## config.mk

```make
export PLATFORM = sky130hd
export DESIGN_NAME = ecta_aux
export DESIGN_NICKNAME = d
export VERILOG_FILES = /design/src/hdl/ecta_aux.v
export VERILOG_INCLUDE_DIRS = /design/src /design/src/hdl
export SDC_FILE = /design/constraint.sdc
export NUM_CORES = 1
export LEC_CHECK = 0
export BUFFER_PORTS_ARGS = -buffer_cell sky130_fd_sc_hd__buf_4
export CORE_MARGIN = 4
export CORE_UTILIZATION = 45
export CTS_CLUSTER_DIAMETER = 50
export DETAILED_ROUTE_END_ITERATION = 12
export SLEW_MARGIN = 20
export SYNTH_ARGS = -nofsm -noshare
export SYNTH_HDL_FRONTEND = slang
export SYNTH_SLANG_ARGS = --single-unit
export TNS_END_PERCENT = 100
```

## constraint.sdc

```tcl
create_clock -name pclk -period 8.1 [get_ports pclk]
set_clock_uncertainty 0.05 [all_clocks]
set_input_delay 0.81 -clock pclk [delete_from_list [all_inputs] [get_ports pclk]]
set_output_delay 0.81 -clock pclk [all_outputs]
set_load 0.01 [all_outputs]
```

## src/hdl/ecta_map.vh

```
`ifndef ECTA_MAP_VH
`define ECTA_MAP_VH
// Register indices; byte address is four times the index
`define ECTA_IDX_ACTL 8'ha0
`define ECTA_IDX_AFLG 8'ha1
`define ECTA_IDX_ACC3 8'ha2
`define ECTA_IDX_ACC2 8'ha3
`define ECTA_IDX_ACC1 8'ha4
`define ECTA_IDX_ACC0 8'ha5
`define ECTA_IDX_DCTL 8'ha6
`define ECTA_IDX_DFLG 8'ha7
`define ECTA_IDX_SEN 8'ha8
`define ECTA_IDX_DLY 8'ha9
`define ECTA_IDX_NOVW 8'haa
`define ECTA_IDX_SYS 8'hab
`define ECTA_IDX_DCNT 8'hc0
`define ECTA_IDX_OPT 8'hc1
// Field positions
`define ECTA_ACTL_EN 6
`define ECTA_ACTL_MODE 5
`define ECTA_ACTL_EDGE 4
`define ECTA_AFLG_OVF 1
`define ECTA_AFLG_EDGE 0
`define ECTA_DCTL_ZI 7
`define ECTA_DCTL_MODE 6
`define ECTA_DCTL_RDSEL 5
`define ECTA_DCTL_LATCH 4
`define ECTA_DCTL_FLOAD 3
`define ECTA_DCTL_EN 2
`define ECTA_DFLG_UF 7
`define ECTA_SYS_SATUR 2
`define ECTA_SYS_HOLD 1
`define ECTA_SYS_LATCH_OR_QUEUE 0
`define ECTA_OPT_FFC 0
`define ECTA_OPT_BEN 1
// Reset values
`define ECTA_RST_8 8'h00
`define ECTA_RST_DCNT 16'hffff
// Edge delay lengths in module clocks, minus one
`define ECTA_DLY_256 11'h0ff
`define ECTA_DLY_512 11'h1ff
`define ECTA_DLY_1024 11'h3ff
// Prescaler terminal counts
`define ECTA_PR_1 4'h0
`define ECTA_PR_4 4'h3
`define ECTA_PR_8 4'h7
`define ECTA_PR_16 4'hf
`endif

```

## src/hdl/ecta_aux.v

```verilog
// Register access over APB was chosen for this implementation.
`timescale 1ns/1ps
`include "ecta_map.vh"
// Summary of operation
// Timer clock: prescaler, accumulator clock, /256 or /65536
// Cascade A off forces prescaler clock; new selection applies at once
// Overflow and edge flags request interrupts only while enabled
// Fast clear: access to cascade A count clears all A flags
// A overflow sets on cascade or upper byte wrap; write one bit 1 clears
// Edge flag sets on event edge or trailing gate edge; bit 0 clears
// Cascaded pairs count as one; high byte carry of B flags overflow
// Software accesses each 16-bit count as one word; the cascade counts here are separate byte registers ACC3/ACC2 and ACC1/ACC0
// One-shot stops at zero; modulus mode reloads latest written value
// Software disables down-counter before changing mode
// Count read returns count, or load register when select set
// Force latch moves captures, accumulators to holding; clears them
// Force load, while enabled, loads count and resets prescaler
// Disabled down-counter held at FFFF
// Prescaler 1, 4, 8, 16; new rate applies at next load
// Underflow flag at zero; cleared by bit 7 write or fast access; bit 7 write is ignored while fast clear is on
// Read-only polarity bits record first capture edge after holding read
// Single enables act only while their cascade is off
// Delay filter waits 256/512/1024 clocks, pulses if level changed
// No-overwrite keeps full capture and holding registers
// System register writable once in normal mode, always in special
// Sharing lets a channel's pin trigger its pair
// Gated mode counts clock divided by 64 at the chosen level
// Down-counter decrements per prescaler tick, stays at zero in one-shot
module ecta_aux (
  input wire pclk,
  input wire presetn,
  input wire psel,
  input wire penable,
  input wire pwrite,
  input wire [11:0] paddr,
  input wire [31:0] pwdata,
  output reg [31:0] prdata,
  output reg pready,
  output reg pslverr,
  input wire [7:0] capture_pin,
  input wire presc_tick,
  input wire [15:0] timer_count,
  input wire special_mode_n,
  input wire [3:0] capture_read,
  input wire [3:0] holding_read,
  output reg timer_clock_tick,
  output reg accum_a_overflow_irq,
  output reg input_edge_irq,
  output reg underflow_irq,
  output reg cascade_b_overflow_pulse,
  output reg [7:0] capture_event,
  output reg [63:0] capture_data,
  output reg [63:0] holding_data,
  output reg [31:0] holding_accum
);
  reg [6:0] actl_reg;
  reg [1:0] aflg_reg;
  reg [7:0] acc_reg [0:3];
  reg [7:0] dctl_reg;
  reg dflg_reg;
  reg [3:0] polf_reg;
  reg [3:0] sen_reg;
  reg [1:0] dly_reg;
  reg [7:0] novw_reg;
  reg [7:0] sys_reg;
  reg sys_done_reg;
  reg [1:0] opt_reg;
  reg [15:0] dload_reg;
  reg [15:0] dcnt_reg;
  reg [3:0] dpre_reg;
  reg [3:0] drate_reg;
  reg [15:0] adiv_reg;
  reg [5:0] div64_reg;
  reg [7:0] sync1_reg;
  reg [7:0] sync2_reg;
  reg [7:0] prev_reg;
  reg [7:0] filt_reg;
  reg [7:0] flvl_reg;
  reg [3:0] cap_empty_reg;
  reg [3:0] hold_empty_reg;
  reg [3:0] arm_reg;
  reg [31:0] rdata_next;
  reg known_next;
  reg [3:0] rate_next;
  reg [15:0] acc32_next;
  reg [15:0] acc10_next;
  integer k;

  wire [7:0] idx = paddr[9:2];
  wire addr_ok = (paddr[1:0] == 2'b00) && (paddr[11:10] == 2'b00);
  wire access = psel && penable && pready;
  wire wr = access && pwrite && !pslverr;
  wire rd = access && !pwrite && !pslverr;
  wire acc_any = wr || rd;
  wire ffc = opt_reg[`ECTA_OPT_FFC];
  wire casc_a = actl_reg[`ECTA_ACTL_EN];
  wire casc_b = opt_reg[`ECTA_OPT_BEN];
  wire gated = actl_reg[`ECTA_ACTL_MODE];
  wire pedge = actl_reg[`ECTA_ACTL_EDGE];
  wire dc_en = dctl_reg[`ECTA_DCTL_EN];
  wire latch_mode = sys_reg[`ECTA_SYS_HOLD] && sys_reg[`ECTA_SYS_LATCH_OR_QUEUE];
  wire queue_mode = sys_reg[`ECTA_SYS_HOLD] && !sys_reg[`ECTA_SYS_LATCH_OR_QUEUE];
  wire satur = sys_reg[`ECTA_SYS_SATUR];
  wire [7:0] rise = sync2_reg & ~prev_reg;
  wire [7:0] fall = ~sync2_reg & prev_reg;
  wire [7:0] edge_any = rise | fall;

  // Cascade A input on the shared pin
  wire pin_edge = pedge ? rise[7] : fall[7];
  wire gate_open = (sync2_reg[7] == !pedge);
  wire gate_tick = gate_open && (div64_reg == 6'h3f);
  wire accum_tick = casc_a && (gated ? gate_tick : pin_edge);
  wire div256_tick = accum_tick && (adiv_reg[7:0] == 8'hff);
  wire div64k_tick = accum_tick && (adiv_reg == 16'hffff);

  // Individual accumulator increments
  wire [3:0] inc_single;
  assign inc_single[3] = !casc_a && sen_reg[3] && filt_reg[3];
  assign inc_single[2] = !casc_a && sen_reg[2] && filt_reg[2];
  assign inc_single[1] = !casc_b && sen_reg[1] && filt_reg[1];
  assign inc_single[0] = !casc_b && sen_reg[0] && filt_reg[0];
  wire inc_b = casc_b && filt_reg[0];
  wire [15:0] casc_a_val = {acc_reg[3], acc_reg[2]};
  wire [15:0] casc_b_val = {acc_reg[1], acc_reg[0]};
  wire wrap3 = inc_single[3] && !satur && (acc_reg[3] == 8'hff);
  wire ovf_a = (accum_tick && casc_a_val == 16'hffff) || wrap3;
  wire wrap1 = inc_single[1] && !satur && (acc_reg[1] == 8'hff);
  wire ovf_b = (inc_b && casc_b_val == 16'hffff) || wrap1;

  // Down-counter control events
  wire wr_dctl = wr && (idx == `ECTA_IDX_DCTL);
  wire wr_dcnt = wr && (idx == `ECTA_IDX_DCNT);
  wire force_load = wr_dctl && pwdata[`ECTA_DCTL_FLOAD] && dc_en;
  wire load_now = force_load || (wr_dcnt && dc_en);
  wire dtick = dc_en && (dpre_reg == drate_reg);
  wire reach_zero = dc_en && !load_now && dtick && (dcnt_reg == 16'h0001);
  wire reload = dc_en && !load_now && dtick && (dcnt_reg == 16'h0000) &&
    dctl_reg[`ECTA_DCTL_MODE];
  wire force_latch = wr_dctl && pwdata[`ECTA_DCTL_LATCH];
  wire latch_now = latch_mode && (force_latch || reach_zero ||
    (wr_dcnt && pwdata[15:0] == 16'h0000));

  // Read mux
  always @* begin
    rdata_next = 32'h0000_0000;
    known_next = 1'b1;
    case (idx)
      `ECTA_IDX_ACTL: rdata_next[6:0] = actl_reg;
      `ECTA_IDX_AFLG: rdata_next[1:0] = aflg_reg;
      `ECTA_IDX_ACC3: rdata_next[7:0] = acc_reg[3];
      `ECTA_IDX_ACC2: rdata_next[7:0] = acc_reg[2];
      `ECTA_IDX_ACC1: rdata_next[7:0] = acc_reg[1];
      `ECTA_IDX_ACC0: rdata_next[7:0] = acc_reg[0];
      `ECTA_IDX_DCTL: rdata_next[7:0] = {dctl_reg[7:5], 2'b00, dctl_reg[2:0]};
      `ECTA_IDX_DFLG: rdata_next[7:0] = {dflg_reg, 3'b000, polf_reg};
      `ECTA_IDX_SEN: rdata_next[3:0] = sen_reg;
      `ECTA_IDX_DLY: rdata_next[1:0] = dly_reg;
      `ECTA_IDX_NOVW: rdata_next[7:0] = novw_reg;
      `ECTA_IDX_SYS: rdata_next[7:0] = sys_reg;
      `ECTA_IDX_DCNT: rdata_next[15:0] =
        dctl_reg[`ECTA_DCTL_RDSEL] ? dload_reg : dcnt_reg;
      `ECTA_IDX_OPT: rdata_next[1:0] = opt_reg;
      default: known_next = 1'b0;
    endcase
    if (!addr_ok) begin
      known_next = 1'b0;
      rdata_next = 32'h0000_0000;
    end
  end

  // APB answer
  always @(posedge pclk or negedge presetn) begin
    if (!presetn) begin
      pready <= 1'b0;
      pslverr <= 1'b0;
      prdata <= 32'h0000_0000;
    end else begin
      pready <= psel && !penable;
      pslverr <= psel && !penable && !known_next;
      prdata <= (psel && !penable && !pwrite && known_next) ?
        rdata_next : 32'h0000_0000;
    end
  end

  // Control registers
  always @(posedge pclk or negedge presetn) begin
    if (!presetn) begin
      actl_reg <= 7'h00;
      dctl_reg <= `ECTA_RST_8;
      sen_reg <= 4'h0;
      dly_reg <= 2'b00;
      novw_reg <= `ECTA_RST_8;
      sys_reg <= `ECTA_RST_8;
      sys_done_reg <= 1'b0;
      opt_reg <= 2'b00;
    end else if (wr) begin
      if (idx == `ECTA_IDX_ACTL)
        actl_reg <= pwdata[6:0];
      if (idx == `ECTA_IDX_DCTL)
        dctl_reg <= {pwdata[7:5], 2'b00, pwdata[2:0]};
      if (idx == `ECTA_IDX_SEN)
        sen_reg <= pwdata[3:0];
      if (idx == `ECTA_IDX_DLY)
        dly_reg <= pwdata[1:0];
      if (idx == `ECTA_IDX_NOVW)
        novw_reg <= pwdata[7:0];
      if (idx == `ECTA_IDX_OPT)
        opt_reg <= pwdata[1:0];
      if (idx == `ECTA_IDX_SYS && (!sys_done_reg || !special_mode_n)) begin
        sys_reg <= pwdata[7:0];
        sys_done_reg <= special_mode_n;
      end
    end
  end

  // Cascade A flags, set wins over clear
  always @(posedge pclk or negedge presetn) begin
    if (!presetn) begin
      aflg_reg <= 2'b00;
    end else begin
      if (ffc && acc_any &&
          (idx == `ECTA_IDX_ACC3 || idx == `ECTA_IDX_ACC2))
        aflg_reg <= 2'b00;
      else if (wr && idx == `ECTA_IDX_AFLG)
        aflg_reg <= aflg_reg & ~pwdata[1:0];
      if (ovf_a)
        aflg_reg[`ECTA_AFLG_OVF] <= 1'b1;
      if (casc_a && pin_edge)
        aflg_reg[`ECTA_AFLG_EDGE] <= 1'b1;
    end
  end

  // Pulse accumulators
  always @* begin
    acc32_next = casc_a_val + 16'h0001;
    acc10_next = casc_b_val + 16'h0001;
  end

  always @(posedge pclk or negedge presetn) begin
    if (!presetn) begin
      for (k = 0; k < 4; k = k + 1)
        acc_reg[k] <= `ECTA_RST_8;
    end else if (latch_now) begin
      for (k = 0; k < 4; k = k + 1)
        acc_reg[k] <= 8'h00;
    end else begin
      if (accum_tick) begin
        acc_reg[3] <= acc32_next[15:8];
        acc_reg[2] <= acc32_next[7:0];
      end
      if (inc_b) begin
        acc_reg[1] <= acc10_next[15:8];
        acc_reg[0] <= acc10_next[7:0];
      end
      for (k = 0; k < 4; k = k + 1)
        if (inc_single[k] && !(satur && acc_reg[k] == 8'hff))
          acc_reg[k] <= acc_reg[k] + 8'h01;
      if (wr && idx == `ECTA_IDX_ACC3)
        acc_reg[3] <= pwdata[7:0];
      if (wr && idx == `ECTA_IDX_ACC2)
        acc_reg[2] <= pwdata[7:0];
      if (wr && idx == `ECTA_IDX_ACC1)
        acc_reg[1] <= pwdata[7:0];
      if (wr && idx == `ECTA_IDX_ACC0)
        acc_reg[0] <= pwdata[7:0];
    end
  end

  // Timer counter clock
  always @(posedge pclk or negedge presetn) begin
    if (!presetn) begin
      div64_reg <= 6'h00;
      adiv_reg <= 16'h0000;
      timer_clock_tick <= 1'b0;
      cascade_b_overflow_pulse <= 1'b0;
      accum_a_overflow_irq <= 1'b0;
      input_edge_irq <= 1'b0;
      underflow_irq <= 1'b0;
    end else begin
      div64_reg <= div64_reg + 6'h01;
      if (accum_tick)
        adiv_reg <= adiv_reg + 16'h0001;
      if (!casc_a)
        timer_clock_tick <= presc_tick;
      else begin
        case (actl_reg[3:2])
          2'b00: timer_clock_tick <= presc_tick;
          2'b01: timer_clock_tick <= accum_tick;
          2'b10: timer_clock_tick <= div256_tick;
          default: timer_clock_tick <= div64k_tick;
        endcase
      end
      cascade_b_overflow_pulse <= ovf_b;
      accum_a_overflow_irq <= aflg_reg[`ECTA_AFLG_OVF] && actl_reg[1];
      input_edge_irq <= aflg_reg[`ECTA_AFLG_EDGE] && actl_reg[0];
      underflow_irq <= dflg_reg && dctl_reg[`ECTA_DCTL_ZI];
    end
  end

  // Modulus down-counter
  always @* begin
    case (wr_dctl ? pwdata[1:0] : dctl_reg[1:0])
      2'b00: rate_next = `ECTA_PR_1;
      2'b01: rate_next = `ECTA_PR_4;
      2'b10: rate_next = `ECTA_PR_8;
      default: rate_next = `ECTA_PR_16;
    endcase
  end

  always @(posedge pclk or negedge presetn) begin
    if (!presetn) begin
      dload_reg <= 16'h0000;
      dcnt_reg <= `ECTA_RST_DCNT;
      dpre_reg <= 4'h0;
      drate_reg <= `ECTA_PR_1;
      dflg_reg <= 1'b0;
    end else begin
      if (wr_dcnt)
        dload_reg <= pwdata[15:0];
      if (!dc_en) begin
        dcnt_reg <= `ECTA_RST_DCNT;
        dpre_reg <= 4'h0;
      end else if (load_now) begin
        dcnt_reg <= wr_dcnt ? pwdata[15:0] : dload_reg;
        dpre_reg <= 4'h0;
        drate_reg <= rate_next;
      end else if (dtick) begin
        dpre_reg <= 4'h0;
        if (dcnt_reg != 16'h0000)
          dcnt_reg <= dcnt_reg - 16'h0001;
        else if (reload) begin
          dcnt_reg <= dload_reg;
          drate_reg <= rate_next;
        end
      end else
        dpre_reg <= dpre_reg + 4'h1;
      if (ffc && acc_any && idx == `ECTA_IDX_DCNT)
        dflg_reg <= 1'b0;
      else if (!ffc && wr && idx == `ECTA_IDX_DFLG &&
               pwdata[`ECTA_DFLG_UF])
        dflg_reg <= 1'b0;
      if (reach_zero)
        dflg_reg <= 1'b1;
    end
  end

  // Pin synchronisers and edge delay filters
  always @(posedge pclk or negedge presetn) begin
    if (!presetn) begin
      sync1_reg <= 8'h00;
      sync2_reg <= 8'h00;
      prev_reg <= 8'h00;
    end else begin
      sync1_reg <= capture_pin;
      sync2_reg <= sync1_reg;
      prev_reg <= sync2_reg;
    end
  end

  genvar g;
  generate
    for (g = 0; g < 8; g = g + 1) begin : dly
      reg busy_reg;
      reg before_reg;
      reg [10:0] cnt_reg;
      wire [10:0] len = (dly_reg == 2'b01) ? `ECTA_DLY_256 :
        (dly_reg == 2'b10) ? `ECTA_DLY_512 : `ECTA_DLY_1024;
      always @(posedge pclk or negedge presetn) begin
        if (!presetn) begin
          busy_reg <= 1'b0;
          before_reg <= 1'b0;
          cnt_reg <= 11'h000;
          filt_reg[g] <= 1'b0;
          flvl_reg[g] <= 1'b0;
        end else begin
          filt_reg[g] <= 1'b0;
          if (busy_reg) begin
            cnt_reg <= cnt_reg + 11'h001;
            if (cnt_reg == len) begin
              busy_reg <= 1'b0;
              cnt_reg <= 11'h000;
              filt_reg[g] <= (sync2_reg[g] != before_reg);
              flvl_reg[g] <= sync2_reg[g];
            end
          end else if (edge_any[g]) begin
            if (dly_reg == 2'b00) begin
              filt_reg[g] <= 1'b1;
              flvl_reg[g] <= sync2_reg[g];
            end else begin
              busy_reg <= 1'b1;
              before_reg <= prev_reg[g];
              cnt_reg <= 11'h000;
            end
          end
        end
      end
    end
  endgenerate

  // Capture actions
  always @(posedge pclk or negedge presetn) begin
    if (!presetn)
      capture_event <= 8'h00;
    else begin
      capture_event[3:0] <= filt_reg[3:0];
      for (k = 0; k < 4; k = k + 1)
        capture_event[k + 4] <= sys_reg[k + 4] ? filt_reg[k] :
          filt_reg[k + 4];
    end
  end

  // Capture and holding registers
  always @(posedge pclk or negedge presetn) begin
    if (!presetn) begin
      capture_data <= 64'h0000_0000_0000_0000;
      holding_data <= 64'h0000_0000_0000_0000;
      holding_accum <= 32'h0000_0000;
      cap_empty_reg <= 4'hf;
      hold_empty_reg <= 4'hf;
      arm_reg <= 4'hf;
      polf_reg <= 4'h0;
    end else begin
      for (k = 0; k < 4; k = k + 1) begin
        if (capture_read[k])
          cap_empty_reg[k] <= 1'b1;
        if (holding_read[k]) begin
          hold_empty_reg[k] <= 1'b1;
          arm_reg[k] <= 1'b1;
        end
        if (latch_now) begin
          holding_accum[k*8 +: 8] <= acc_reg[k];
          if (!(novw_reg[k] && !hold_empty_reg[k])) begin
            holding_data[k*16 +: 16] <= capture_data[k*16 +: 16];
            hold_empty_reg[k] <= 1'b0;
            cap_empty_reg[k] <= 1'b1;
          end
        end else if (filt_reg[k] &&
                     !(novw_reg[k] && !cap_empty_reg[k])) begin
          capture_data[k*16 +: 16] <= timer_count;
          cap_empty_reg[k] <= 1'b0;
          if (queue_mode &&
              !(novw_reg[k] && !hold_empty_reg[k])) begin
            holding_data[k*16 +: 16] <= capture_data[k*16 +: 16];
            hold_empty_reg[k] <= 1'b0;
          end
          if (arm_reg[k]) begin
            polf_reg[k] <= flvl_reg[k];
            arm_reg[k] <= 1'b0;
          end
        end
      end
    end
  end

endmodule // ecta_aux

```

# After elaboration in Yosys (flattened, before gate mapping)
# Index checks and enable logic that the tools add are counted.
[op_classes]
add_sub_neg = 18
eq_ne = 67
mux = 212
bitwise_logic = 17
reduce_logical = 206
[op_table]
columns = ["op", "n"]
rows = [
  ["16-bit two-way mux", 26],
  ["11-bit two-way mux", 25],
  ["8-bit equality test (second input constant)", 19],
  ["1-bit two-way mux", 132],
  ["11-bit by 1-bit adder with 11-bit output (second input constant)", 8],
  ["1-bit logical AND", 86],
  ["11-bit equality test", 7],
  ["8-bit two-way mux", 9],
  ["32-bit two-way mux", 2],
  ["3-bit AND reduction", 20],
  ["16-bit by 1-bit adder with 16-bit output (second input constant)", 3],
  ["16-bit equality test (second input constant)", 3],
  ["2-bit nonzero test", 22],
  ["2-bit AND reduction", 20],
  ["1-bit logical NOT", 33],
  ["8-bit by 1-bit adder with 8-bit output (second input constant)", 4],
  ["16-bit logical NOT", 2],
  ["4-bit two-way mux", 7],
  ["2-bit case mux with 14 select lines", 1],
  ["3-bit case mux with 9 select lines", 1],
  ["2-bit inequality test (second input constant)", 13],
  ["2-bit case mux with 11 select lines", 1],
  ["10-bit two-way mux", 2],
  ["8-bit bitwise AND", 2],
  ["30 further kinds", 72],
]
[word_totals]
ff_bits = 498
input_bits = 83
output_inout_bits = 207
elab_cells = 605

# Depth between registers and ports, before layout
# Gate-level depths: netlist (run 1).
[depth]
depth_word = 18
mapped_depth = 10

# Least setup slack after synthesis (run 1)
# No wires, ideal clock.
[synth_timing]
kind = "input port to flip-flop"
start = "input paddr[8]"
end = "register capture_data[53]"
arrival_time_ns = 3.099
t_required_ns = 7.925
slack_ns = 4.827
stages = 8
path_cell_list = "nand4bb_4 > or4_1 > a211o_1 > a32o_1 > buf_2 > nor2_4 > buf_4 > mux2_2"
[synth_via]
elab_chain_len = 14
elab_cells_between_ends = 19
classes_between = "eq/ne (2); bitwise (1); reduce/logical (16)"
[synth_lines]
columns = ["element", "line_no", "source"]
rows = [
  ["start, declared", "ecta_aux.v:35", "input wire [11:0] paddr,"],
  ["8-bit equality test", "-", ""],
  ["1-bit logical AND", "ecta_aux.v:131", "wire wr_dctl = wr && (idx == `ECTA_IDX_DCTL);"],
  ["1-bit logical AND (2 in a row)", "ecta_aux.v:133", "wire force_load = wr_dctl && pwdata[`ECTA_DCTL_FLOAD] && dc_en;"],
  ["1-bit logical OR", "ecta_aux.v:134", "wire load_now = force_load || (wr_dcnt && dc_en);"],
  ["1-bit logical NOT", "ecta_aux.v:136", "wire reach_zero = dc_en && !load_now && dtick && (dcnt_reg == 16'h0001);"],
  ["1-bit logical AND (3 in a row)", "ecta_aux.v:136", ""],
  ["1-bit logical OR", "ecta_aux.v:140", "wire latch_now = latch_mode && (force_latch || reach_zero ||"],
  ["1-bit logical OR *", "ecta_aux.v:140", ""],
  ["1-bit logical AND *", "ecta_aux.v:140", ""],
  ["1-bit inverter (no line) *", "-", ""],
  ["2-bit AND reduction (no line) *", "-", ""],
  ["end signal, assigned by index", "ecta_aux.v:439", "capture_data[k*16 +: 16] <= timer_count;"],
  ["end, declared", "ecta_aux.v:52", "output reg [63:0] capture_data,"],
]
# Every way passes the cells marked *; elsewhere a longest branch is shown, timed or not.
# A chain may end at the register's enable or synchronous reset.

# Final worst setup path (run 1)
[layout_timing]
start = "input paddr[3]"
end = "register capture_data[3]"
# Same word-level chain as after synthesis.

==> summary.md, run 1 <==
| Metric | Value |
|---|---|
| PwrDens | 224 mW/mm^2 |
| DR vias | 16800 |
| Crit path max-delay cell type | nor2_2 |
| CP Class | primary input to flip-flop |
| DR vias/cell | 5.51 |
| Layout Area Growth over Synthesis | 19.8% |
| Setup crit end kind | flip-flop |
| Synth Register Bits | 481 |
| Avg WL per Cell | 19.5 um |
| Status | completed |
| HPWL after detailed placement | 41.6 mm |
| Most frequent cells in the layout | dfrtp_1, buf_4, nand2_1 |
| CTS Hold Buffers Added | 0 |
| Initial Util | 45.8% |
| Yosys warns | 0 |
| Number of fill cells | 4284 |
| Fraction of registers with async set/reset | 100% |
| DIE HEIGHT | 232 um |
| Mapped Area | 0.0226 sq mm |
| Number of library cell types mapped by synthesis | 84 |
| Clock transition at path regs | 60 ps |
| CTS tree | built |
| Max FFs per register | 88 |
| Hold crit path type | primary input to asynchronous set/reset pin |
| Final Setup Violations | 0 |
| Post-synthesis sequential area ratio | 53.4% |
| Fmax | 235 MHz |
| Worst stage delay on the critical path | 950 ps |
| Global Route Usage Sum | 21.8% |
| # H-tree levels | 2 |
| Arrival @ worst endpoint | 4690 ps |
| Crit path buf inv count | 3 |
| Final nets | 2442 |
| Length of the first detailed-routing pass in iterations | 5 |
| Commonest non-fill, non-tap cell in the layout | dfrtp_1 |
| Slew HR | 23.0% |
| DRT antenna net count | 0 |
| Io pins | 290 |
| Gate Count Post-Synth | 2097 |
| Die W | 232 um |
| Resized cells post-CTS | 0 |
| Fin. max-slew vios | 0 |
| Busiest grt layer | met2 |
| Share of cells above drive strength 1 | 24.6% |
| Final Power | 6080 uW |
| RSZ-0062 raised after global routing | no |
| Initial antenna violation count | 1 |
| Worst setup SP type | primary input |
| Vias in the first global route | 16600 |
| Number of max-cap violations | 0 |
| Cts bufs inserted | 55 |
| FP Rows | 81 |
| DRC Markers | 0 |
| Critical Path Fanout Max | 40 |
| CP Cell Sequence | buf_4 > inv_1 > or4_1 > a211o_1 > a32o_1 > buf_4 > nor2_2 > mux2_2 |
| First-pass GRT wire length | 93.5 mm |
| # Post-CTS Setup Buffers | 0 |
| Tmin final | 4250 ps |
| Sink Count | 481 |
| Worst EP required | 8540 ps |
| DR iter-0 viols | 1103 |
| Post-route setup TNS | 0 ps |
| Final period utilization | 52.5% |
| Synth Flop Type | dfrtp_1 |
| Reg area | 0.0121 sq mm |
| Port bufs | 257 |
| Largest net degree at the start of global routing | 167 |
| Clk buf depth | 3 |
| GRT met3 Usage | 3.57% |
| DIE AREA | 0.0539 sq mm |
| Met2 Use GR | 36.3% |
| Worst Max-Slew Pin Slew | 1150 ps |
| Crit-path leading delay family | simple AND/OR/NAND/NOR gates |
| Routed WL | 59.5 mm |
| Post-Syn Area per Cell | 10.8 sq um |
| Clk_lat worst skew | 620 ps |
| Peak VDD IR | 0.155 mV |
| Crit-path most repeated cell | buf_4 |
| GR Util met1 | 29.1% |
| Area taken by multi-input logic gates | 0.00997 sq mm |
| Leak | 0.0126 uW |
| Post-synth EDFFs | 0 |
| Root buf cell | clkbuf_16 |
| Core area | 0.0494 sq mm |
| Final Hold Viols | 0 |
| Gpl congestion | 0.908 |
| Remaining global-route overflow | 0 |
[cell type report]
| class | instances | area share [%] |
|---|---|---|
| diodes | 1 | 0.00923 |
| clock buffers | 75 | 5.80 |
| clock inverters | 26 | 1.46 |
| inverters | 43 | 0.595 |
| multi-input cells | 1482 | 36.8 |
| flip-flops and latches | 481 | 44.5 |
| well taps | 664 | 3.06 |
| repair buffers | 275 | 7.78 |
[synthesized netlist by cell type, drive strengths merged (28+ instances only)]
cell | n | share of area (%)
o21ai | 126 | 2.8
nand2 | 259 | 4.3
nand3 | 67 | 1.5
nor3 | 40 | 0.88
mux2i | 45 | 2.0
clkbuf | 70 | 1.2
inv | 43 | 0.71
buf | 36 | 1.1
mux2 | 191 | 9.7
dfrtp | 453 | 50
nand4 | 29 | 0.80
and3 | 36 | 1.0
a21oi | 67 | 1.5
xnor2 | 78 | 3.0
dfstp | 28 | 3.3
nor2 | 174 | 3.0
xor2 | 49 | 1.9
[report_power, final]
group          leakage, uW  switching (uW)  total [uW]  internal (uW)
Clock             0.000964            1030        2650           1620
Combinational      0.00550             332         622            291
Sequential         0.00611             218        2810           2590
Total               0.0126            1580        6080           4500
[cells by family after synthesis]
group / count (synthesis) / synth area share [%]
mux: 240 / 12.0
fa+ha+maj: 21 / 1.16
buf+inv: 149 / 2.93
simple gates: 726 / 15.3
compound gates: 352 / 10.3
xor+xnor: 127 / 4.92
flops: 481 / 53.4
other cells: 1 / 0.0166
[routing by layer]
metal  vias up  part of all wire [%]
met2       426                    49
met1      8349                    43
met3       108                   5.2
li1       7891                     -
met5         -                     0
met4         0                   3.2
[stage by stage]
step	hold slack (ps)	utilization, %	std cells	setup slack (ps)	cell area (sq um)
floorplan	281	-	2112	4830	22700
global placement	284	50.9	2943	3250	25100
detailed placement	293	50.9	2944	3230	25100
CTS	174	54.9	3045	3890	27100
global route	211	54.9	3047	3720	27100
finish	162	54.9	3047	3850	27100
[worst paths after layout]
check,startpoint,endpoint,cells past startpoint,slack (ps)
setup reg to reg,pslverr,capture_data[3],7,4080
hold reg to reg,sync1_reg[7],sync2_reg[7],0,300
hold / removal,presetn,adiv_reg[14],1,160
setup / recovery,paddr[3],capture_data[3],8,3850
max in group asynchronous,presetn,dly[4].before_reg,2,6380
min in group pclk,capture_pin[0],sync1_reg[0],1,260
(Power assumes the default switching activity.)
==> inputs of run 2 (changes only) <==
- clock period: 8.1 -> 4.35 ns (I/O delays scaled with it)
==> run 2 against run 1 <==
- largest cell class unchanged
- non-clock buffer count up 36
- sequential cell count unchanged
- routed wire length up 2.4%
- global-route usage up 0.53 points
- clock power up 77%
- final area up 0.85%
- total power up 83%
- worst setup slack worse by 3100 ps
- via count up 1.7%
==> summary.md, run 2 (same netlist as run 1, synthesis figures left out) <==
| Metric | Value |
|---|---|
| Status | completed |
| Critical Path Fanout Max | 10 (-75%) |
| Routed WL | 60.9 mm (+2.4%) |
| Most frequent cells in the layout | dfrtp_1, buf_4, nand2_1 |
| DIE HEIGHT | 232 um (unchanged) |
| R2r worst-path depth | 7 (unchanged) |
| Worst setup SP type | flip-flop |
| # H-tree levels | 2 (unchanged) |
| RSZ-0062 raised after global routing | no |
| Final WS setup | 750 ps (-3100 ps) |
| Port bufs | 257 (unchanged) |
| Root buf cell | clkbuf_16 |
| Core area | 0.0494 sq mm (unchanged) |
| Peak VDD IR | 0.299 mV (+93%) |
| Leak | 0.0127 uW (+1.0%) |
| Vias in the first global route | 17200 (+3.9%) |
| Length of the first detailed-routing pass in iterations | 5 (unchanged) |
| Avg WL per Cell | 19.7 um (+1.0%) |
| Number of max-cap violations | 0 (unchanged) |
| Post-route setup TNS | 0 ps (unchanged) |
| Remaining global-route overflow | 0 (unchanged) |
| Global Route Usage Sum | 22.3% (+0.53 points) |
| Final Setup Violations | 0 (unchanged) |
| Dpl ws | 653 ps (-2570 ps) |
| Worst EP required | 4780 ps (-3760 ps) |
| Tmin final | 3600 ps |
| Clock transition at path regs | 60 ps (about the same) |
| PwrDens | 406 mW/mm^2 (+81%) |
| Commonest non-fill, non-tap cell in the layout | dfrtp_1 |
| Hold Path End | capture_data[22] |
| Io pins | 290 (unchanged) |
| Gpl congestion | 0.919 (+1.3%) |
| Hold Path Cell Cnt | 2 |
| Initial antenna violation count | 1 (unchanged) |
| Slew HR | 30.3% (+7.3 points) |
| DR vias/cell | 5.53 (+0.38%) |
| HPWL after detailed placement | 42.7 mm (+2.7%) |
| Util after Layout | 55.4% (+0.47 points) |
| DRT antenna net count | 0 (unchanged) |
| Largest net degree at the start of global routing | 111 (-34%) |
| FP Rows | 81 (unchanged) |
| DR iter-0 viols | 1351 (+22%) |
| Arrival @ worst endpoint | 4030 ps (-660 ps) |
| Initial Util | 45.8% (unchanged) |
| Worst r2r src | pslverr |
| Worst Max-Slew Pin Slew | 1050 ps (-109 ps) |
| Min-delay src | timer_count[6] |
| Setup crit end kind | flip-flop |
| Sink Count | 481 (unchanged) |
| R2r setup slk | 750 ps (-3330 ps) |
| Fmax | 278 MHz |
| CP Class | flip-flop to flip-flop |
| Cts bufs inserted | 56 (+1.8%) |
| Final period utilization | 82.8% |
| CTS tree | built |
| Final nets | 2479 (+1.5%) |
| DIE AREA | 0.0539 sq mm (unchanged) |
| DR vias | 17100 (+1.7%) |
| RR Endpoint | holding_data[6] |
| DRC Markers | 0 (unchanged) |
| Layout Area Growth over Synthesis | 20.9% |
| Final Hold Viols | 0 (unchanged) |
| First-pass GRT wire length | 96.2 mm (+2.8%) |
| Fin. max-slew vios | 0 (unchanged) |
| Die W | 232 um (unchanged) |
| Clk_lat worst skew | 610 ps (about the same) |
| Max FFs per register | 88 (unchanged) |
| Hold crit path type | primary input to flip-flop |
| Share of cells above drive strength 1 | 24.7% (+0.16 points) |
| Clk buf depth | 3 (unchanged) |
[run 2: cell types whose count changed in the layout (fill, tap and decap cells not counted), moves of 2 or more]
cell | previous run | this run
buf_12 | 2 | 4
clkbuf_8 | 12 | 8
clkinv_4 | 3 | 0
inv_6 | 3 | 7
clkbuf_1 | 8 | 16
clkinv_2 | 7 | 9
dlygate4sd3_1 | 0 | 18
bufinv_16 | 8 | 4
buf_4 | 270 | 286
[run 2: metal layers]
metal  global-route usage, %  part of all wire [%]  routed length (um)  vias to the layer above
met2                    37.9                    49               30000                      457
met1                    29.0                    42               25600                     8545
met4                    7.53                   3.1                1890                        0
met3                    3.99                   5.7                3460                      117
met5                       0                     0                   0                        -
li1                        -                     -                   -                     7946
[run 2: critical path, cell delays in order (launching register included)]
cell      delay [ps]
dfrtp_1          380
and4b_1          530
nor4bb_1         470
a32o_1           300
a32oi_4          180
a221oi_4         880
buf_4            310
mux2_2           350
[run 2: metrics by stage]
| step | area [sq um] | cells | hold WS, ps | total power, uW |
|---|---|---|---|---|
| 2_1_floorplan | 22700 | 2112 | 89.4 | 5980 |
| 3_3_place_gp | 25300 | 2961 | 286 | 6410 |
| 3_5_place_dp | 25300 | 2962 | 286 | 6470 |
| 4_1_cts | 27300 | 3086 | 2.51 | 11200 |
| 5_1_grt | 27300 | 3088 | 14.1 | 11600 |
| 6_report | 27300 | 3088 | 38.7 | 11100 |
[run 2: final cells by class]
class / instances / area, sq um
Antenna cell: 1 / 2.50
Clock buffer: 80 / 1570
Clock inverter: 26 / 302
Fill cell: 4328 / 22000
Inverter: 43 / 161
Multi-Input combinational cell: 1482 / 9960
Sequential cell: 481 / 12100
Tap cell: 664 / 831
Timing Repair Buffer: 311 / 2450
[run 2: how the worst max path moves through the flow]
stage                    start          endpoint  slack [ps]  cells past startpoint
detailed placement        psel   holding_data[6]         650                      8
floorplan             paddr[8]  capture_data[53]        1450                      8
finish                 pslverr   holding_data[6]         750                      7
global placement    pwdata[12]  holding_data[37]         700                      7
CTS                    pslverr   holding_data[6]         730                      7
global route           pslverr   holding_data[6]         620                      7
[run 2: repair_timing]
action / in CTS / in global routing
hold endpoints to repair: 123 / 0
setup buffers: 0 / 0
resized for setup: 0 / 0
hold buffers: 18 / 0
[run 2: power breakdown]
part / switching (uW) / internal (uW)
sequential: 404 / 4820
combinational: 623 / 559
clock: 1920 / 2780
==> inputs of run 3 (changes only) <==
- clock period: 4.35 -> 3.6 ns (I/O delays scaled with it)
==> run 3 against run 2 <==
- via count rose by 1.0%
- sequential cell count did not move
- hold slack improved by 33 ps
- non-clock buffer count rose by 41
- routed wire length rose by 1.7%
==> summary.md, run 3 (same netlist as run 1, synthesis figures left out) <==
| Metric | Value |
|---|---|
| Non-Filler Instances | 3126 (+1.2%) |
| Critical Path Fanout Max | 46 (+36) |
| Global Route Usage Sum | 23.0% (+0.66 points) |
| Hold crit path type | primary input to flip-flop |
| Arrival @ worst endpoint | 3630 ps (-400 ps) |
| Worst Max-Slew Pin Slew | 840 ps (-206 ps) |
| Io pins | 290 (unchanged) |
| Commonest non-fill, non-tap cell in the layout | dfrtp_1 |
| CP Class | flip-flop to flip-flop |
| Number of fill cells | 4185 (-3.3%) |
| Gpl congestion | 0.907 (-1.3%) |
| Root buf cell | clkbuf_16 |
| Die W | 232 um (unchanged) |
| Layout Area Growth over Synthesis | 23.1% |
| Setup crit end kind | flip-flop |
| Sink Count | 481 (unchanged) |
| Status | completed |
| Tmin final | 3170 ps (-431 ps) |
| Clock Power Share | 43.5% (+1.2 points) |
| Max FFs per register | 88 (unchanged) |
| Clk buf depth | 3 (unchanged) |
| Net Sw Frac | 26.0% (-0.51 points) |
| Worst stage delay on the critical path | 550 ps (-330 ps) |
| Port bufs | 257 (unchanged) |
| Remaining global-route overflow | 0 (unchanged) |
| Inst Count DP | 2978 (+0.54%) |
| Psw | 3580 uW (+21%) |
| Fmax | 316 MHz (+14%) |
| Fin. max-slew vios | 0 (unchanged) |
| Final Hold Viols | 0 (unchanged) |
| Crit-path leading delay family | compound AO/OA/AOI/OAI gates |
| Routed WL | 62.0 mm (+1.7%) |
| Int Pwr | 10200 uW (+25%) |
| Crit path buf inv count | 1 (unchanged) |
| Peak VDD IR | 0.362 mV (+21%) |
| Resized cells post-CTS | 0 (unchanged) |
| Cts bufs inserted | 56 (unchanged) |
| PwrDens | 494 mW/mm^2 (+22%) |
| FP Rows | 81 (unchanged) |
| Post-route setup TNS | 0 ps (unchanged) |
| Initial Util | 45.8% (unchanged) |
| Slew HR | 44.0% (+14 points) |
| Clock transition at path regs | 60 ps (about the same) |
| DR iter-0 viols | 1172 (-13%) |
| HPWL after detailed placement | 43.1 mm (+0.99%) |
| Worst EP required | 4060 ps (-720 ps) |
| Vias in the first global route | 17400 (+0.85%) |
| Reg area | 0.0121 sq mm (unchanged) |
| Leak | 0.0129 uW (+1.8%) |
| DIE HEIGHT | 232 um (unchanged) |
| Avg WL per Cell | 19.8 um (+0.48%) |
| Largest net degree at the start of global routing | 102 (-8.1%) |
| Core area | 0.0494 sq mm (unchanged) |
| Number of max-cap violations | 0 (unchanged) |
| First-pass GRT wire length | 99.0 mm (+2.9%) |
| DIE AREA | 0.0539 sq mm (unchanged) |
| Initial antenna violation count | 0 (-1) |
| Share of cells above drive strength 1 | 25.0% (+0.26 points) |
| DR vias | 17200 (+1.0%) |
| Clk_lat worst skew | 610 ps (about the same) |
| Most frequent cells in the layout | dfrtp_1, buf_4, nand2_1 |
| DR vias/cell | 5.52 (-0.20%) |
| Final period utilization | 88.0% (+5.3 points) |
| # H-tree levels | 2 (unchanged) |
| Area taken by multi-input logic gates | 0.00995 sq mm (about the same) |
| Final Setup Violations | 0 (unchanged) |
| Final nets | 2520 (+1.7%) |
| Combinational group share of total power | 10.6% (about the same) |
| Length of the first detailed-routing pass in iterations | 5 (unchanged) |
| RSZ-0062 raised after global routing | no |
| Diodes inserted | 0 (-1) |
| DRT antenna net count | 0 (unchanged) |
| DRC Markers | 0 (unchanged) |
| CTS tree | built |
| Reg power frac | 45.9% (-1.2 points) |
| Crit path max-delay cell type | and4b_1 |
| Worst setup SP type | flip-flop |
| CP Cell Sequence | and4b_1 > nand2_1 > a211o_1 > a32oi_4 > buf_4 > o21ai_0 > a21oi_1 |
[run 3: cell types whose count changed in the layout (fill, tap and decap cells not counted), sizes merged, moves of 3 or more]
cell,change
clkbuf,-3
bufinv,+4
clkinv,-4
buf,+15
dlygate4sd3,+26
[run 3: final timing paths]
check                              from                 to  slack (ps)  cells past startpoint
min                           pwdata[2]        novw_reg[2]          70                      3
max reg2reg                     pslverr        acc_reg[13]         430                      7
max in group asynchronous       presetn        dcnt_reg[5]        2170                      3
min in group asynchronous       presetn  holding_accum[13]         280                      2
min reg2reg                sync1_reg[4]       sync2_reg[4]         300                      0
max                             pslverr        acc_reg[13]         430                      7
[run 3: power by group through the flow]
stage	Clock [uW]	Sequential [uW]	Combinational, uW
6_report	5990	6320	1450
5_1_grt	6390	6390	1640
3_3_place_gp	0	6380	1370
3_5_place_dp	0	6400	1420
2_1_floorplan	0	6260	967
4_1_cts	6150	6310	1460
[run 3: metrics by stage]
step	util [%]	power, uW	worst slack (ps)	area, sq um	hold slack, ps
5_1_grt	56.4	14400	218	27800	58.9
3_3_place_gp	51.5	7750	347	25400	288
3_5_place_dp	51.5	7810	305	25400	288
4_1_cts	56.4	13900	443	27800	25.6
2_1_floorplan	-	7220	742	22700	14.4
6_report	56.4	13800	431	27800	71.7
[run 3: repair_timing]
| item | 4_1_cts | 5_1_grt |
|---|---|---|
| setup buffers | 0 | 0 |
| endpoints found under the hold margin | 166 | 0 |
| hold buffers | 44 | 0 |
[run 3: worst register-to-register path, stage by stage, from the launching register on]
cell     delay (ps)
dfrtp_1         380
and4b_1         550
nand2_1         280
a211o_1         380
a32oi_4         530
buf_4           550
o21ai_0         210
a21oi_1         160
[run 3: layout make-up]
class                   count  area share (%)
inverters                  43           0.580
well taps                 664            2.98
flip-flops and latches    481            43.4
clock inverters            27            1.44
clock buffers              77            5.64
repair buffers            352            10.3
multi-input cells        1482            35.7
[run 3: routing by layer]
layer | part of all wire, % | global-route usage, % | up-vias | routed length, um
met2 | 49 | 38.4 | 460 | 30600
li1 | - | - | 8056 | -
met1 | 42 | 30.9 | 8612 | 26300
met4 | 2.9 | 7.15 | 0 | 1770
met3 | 5.4 | 3.56 | 112 | 3330
met5 | 0 | 0 | - | 0
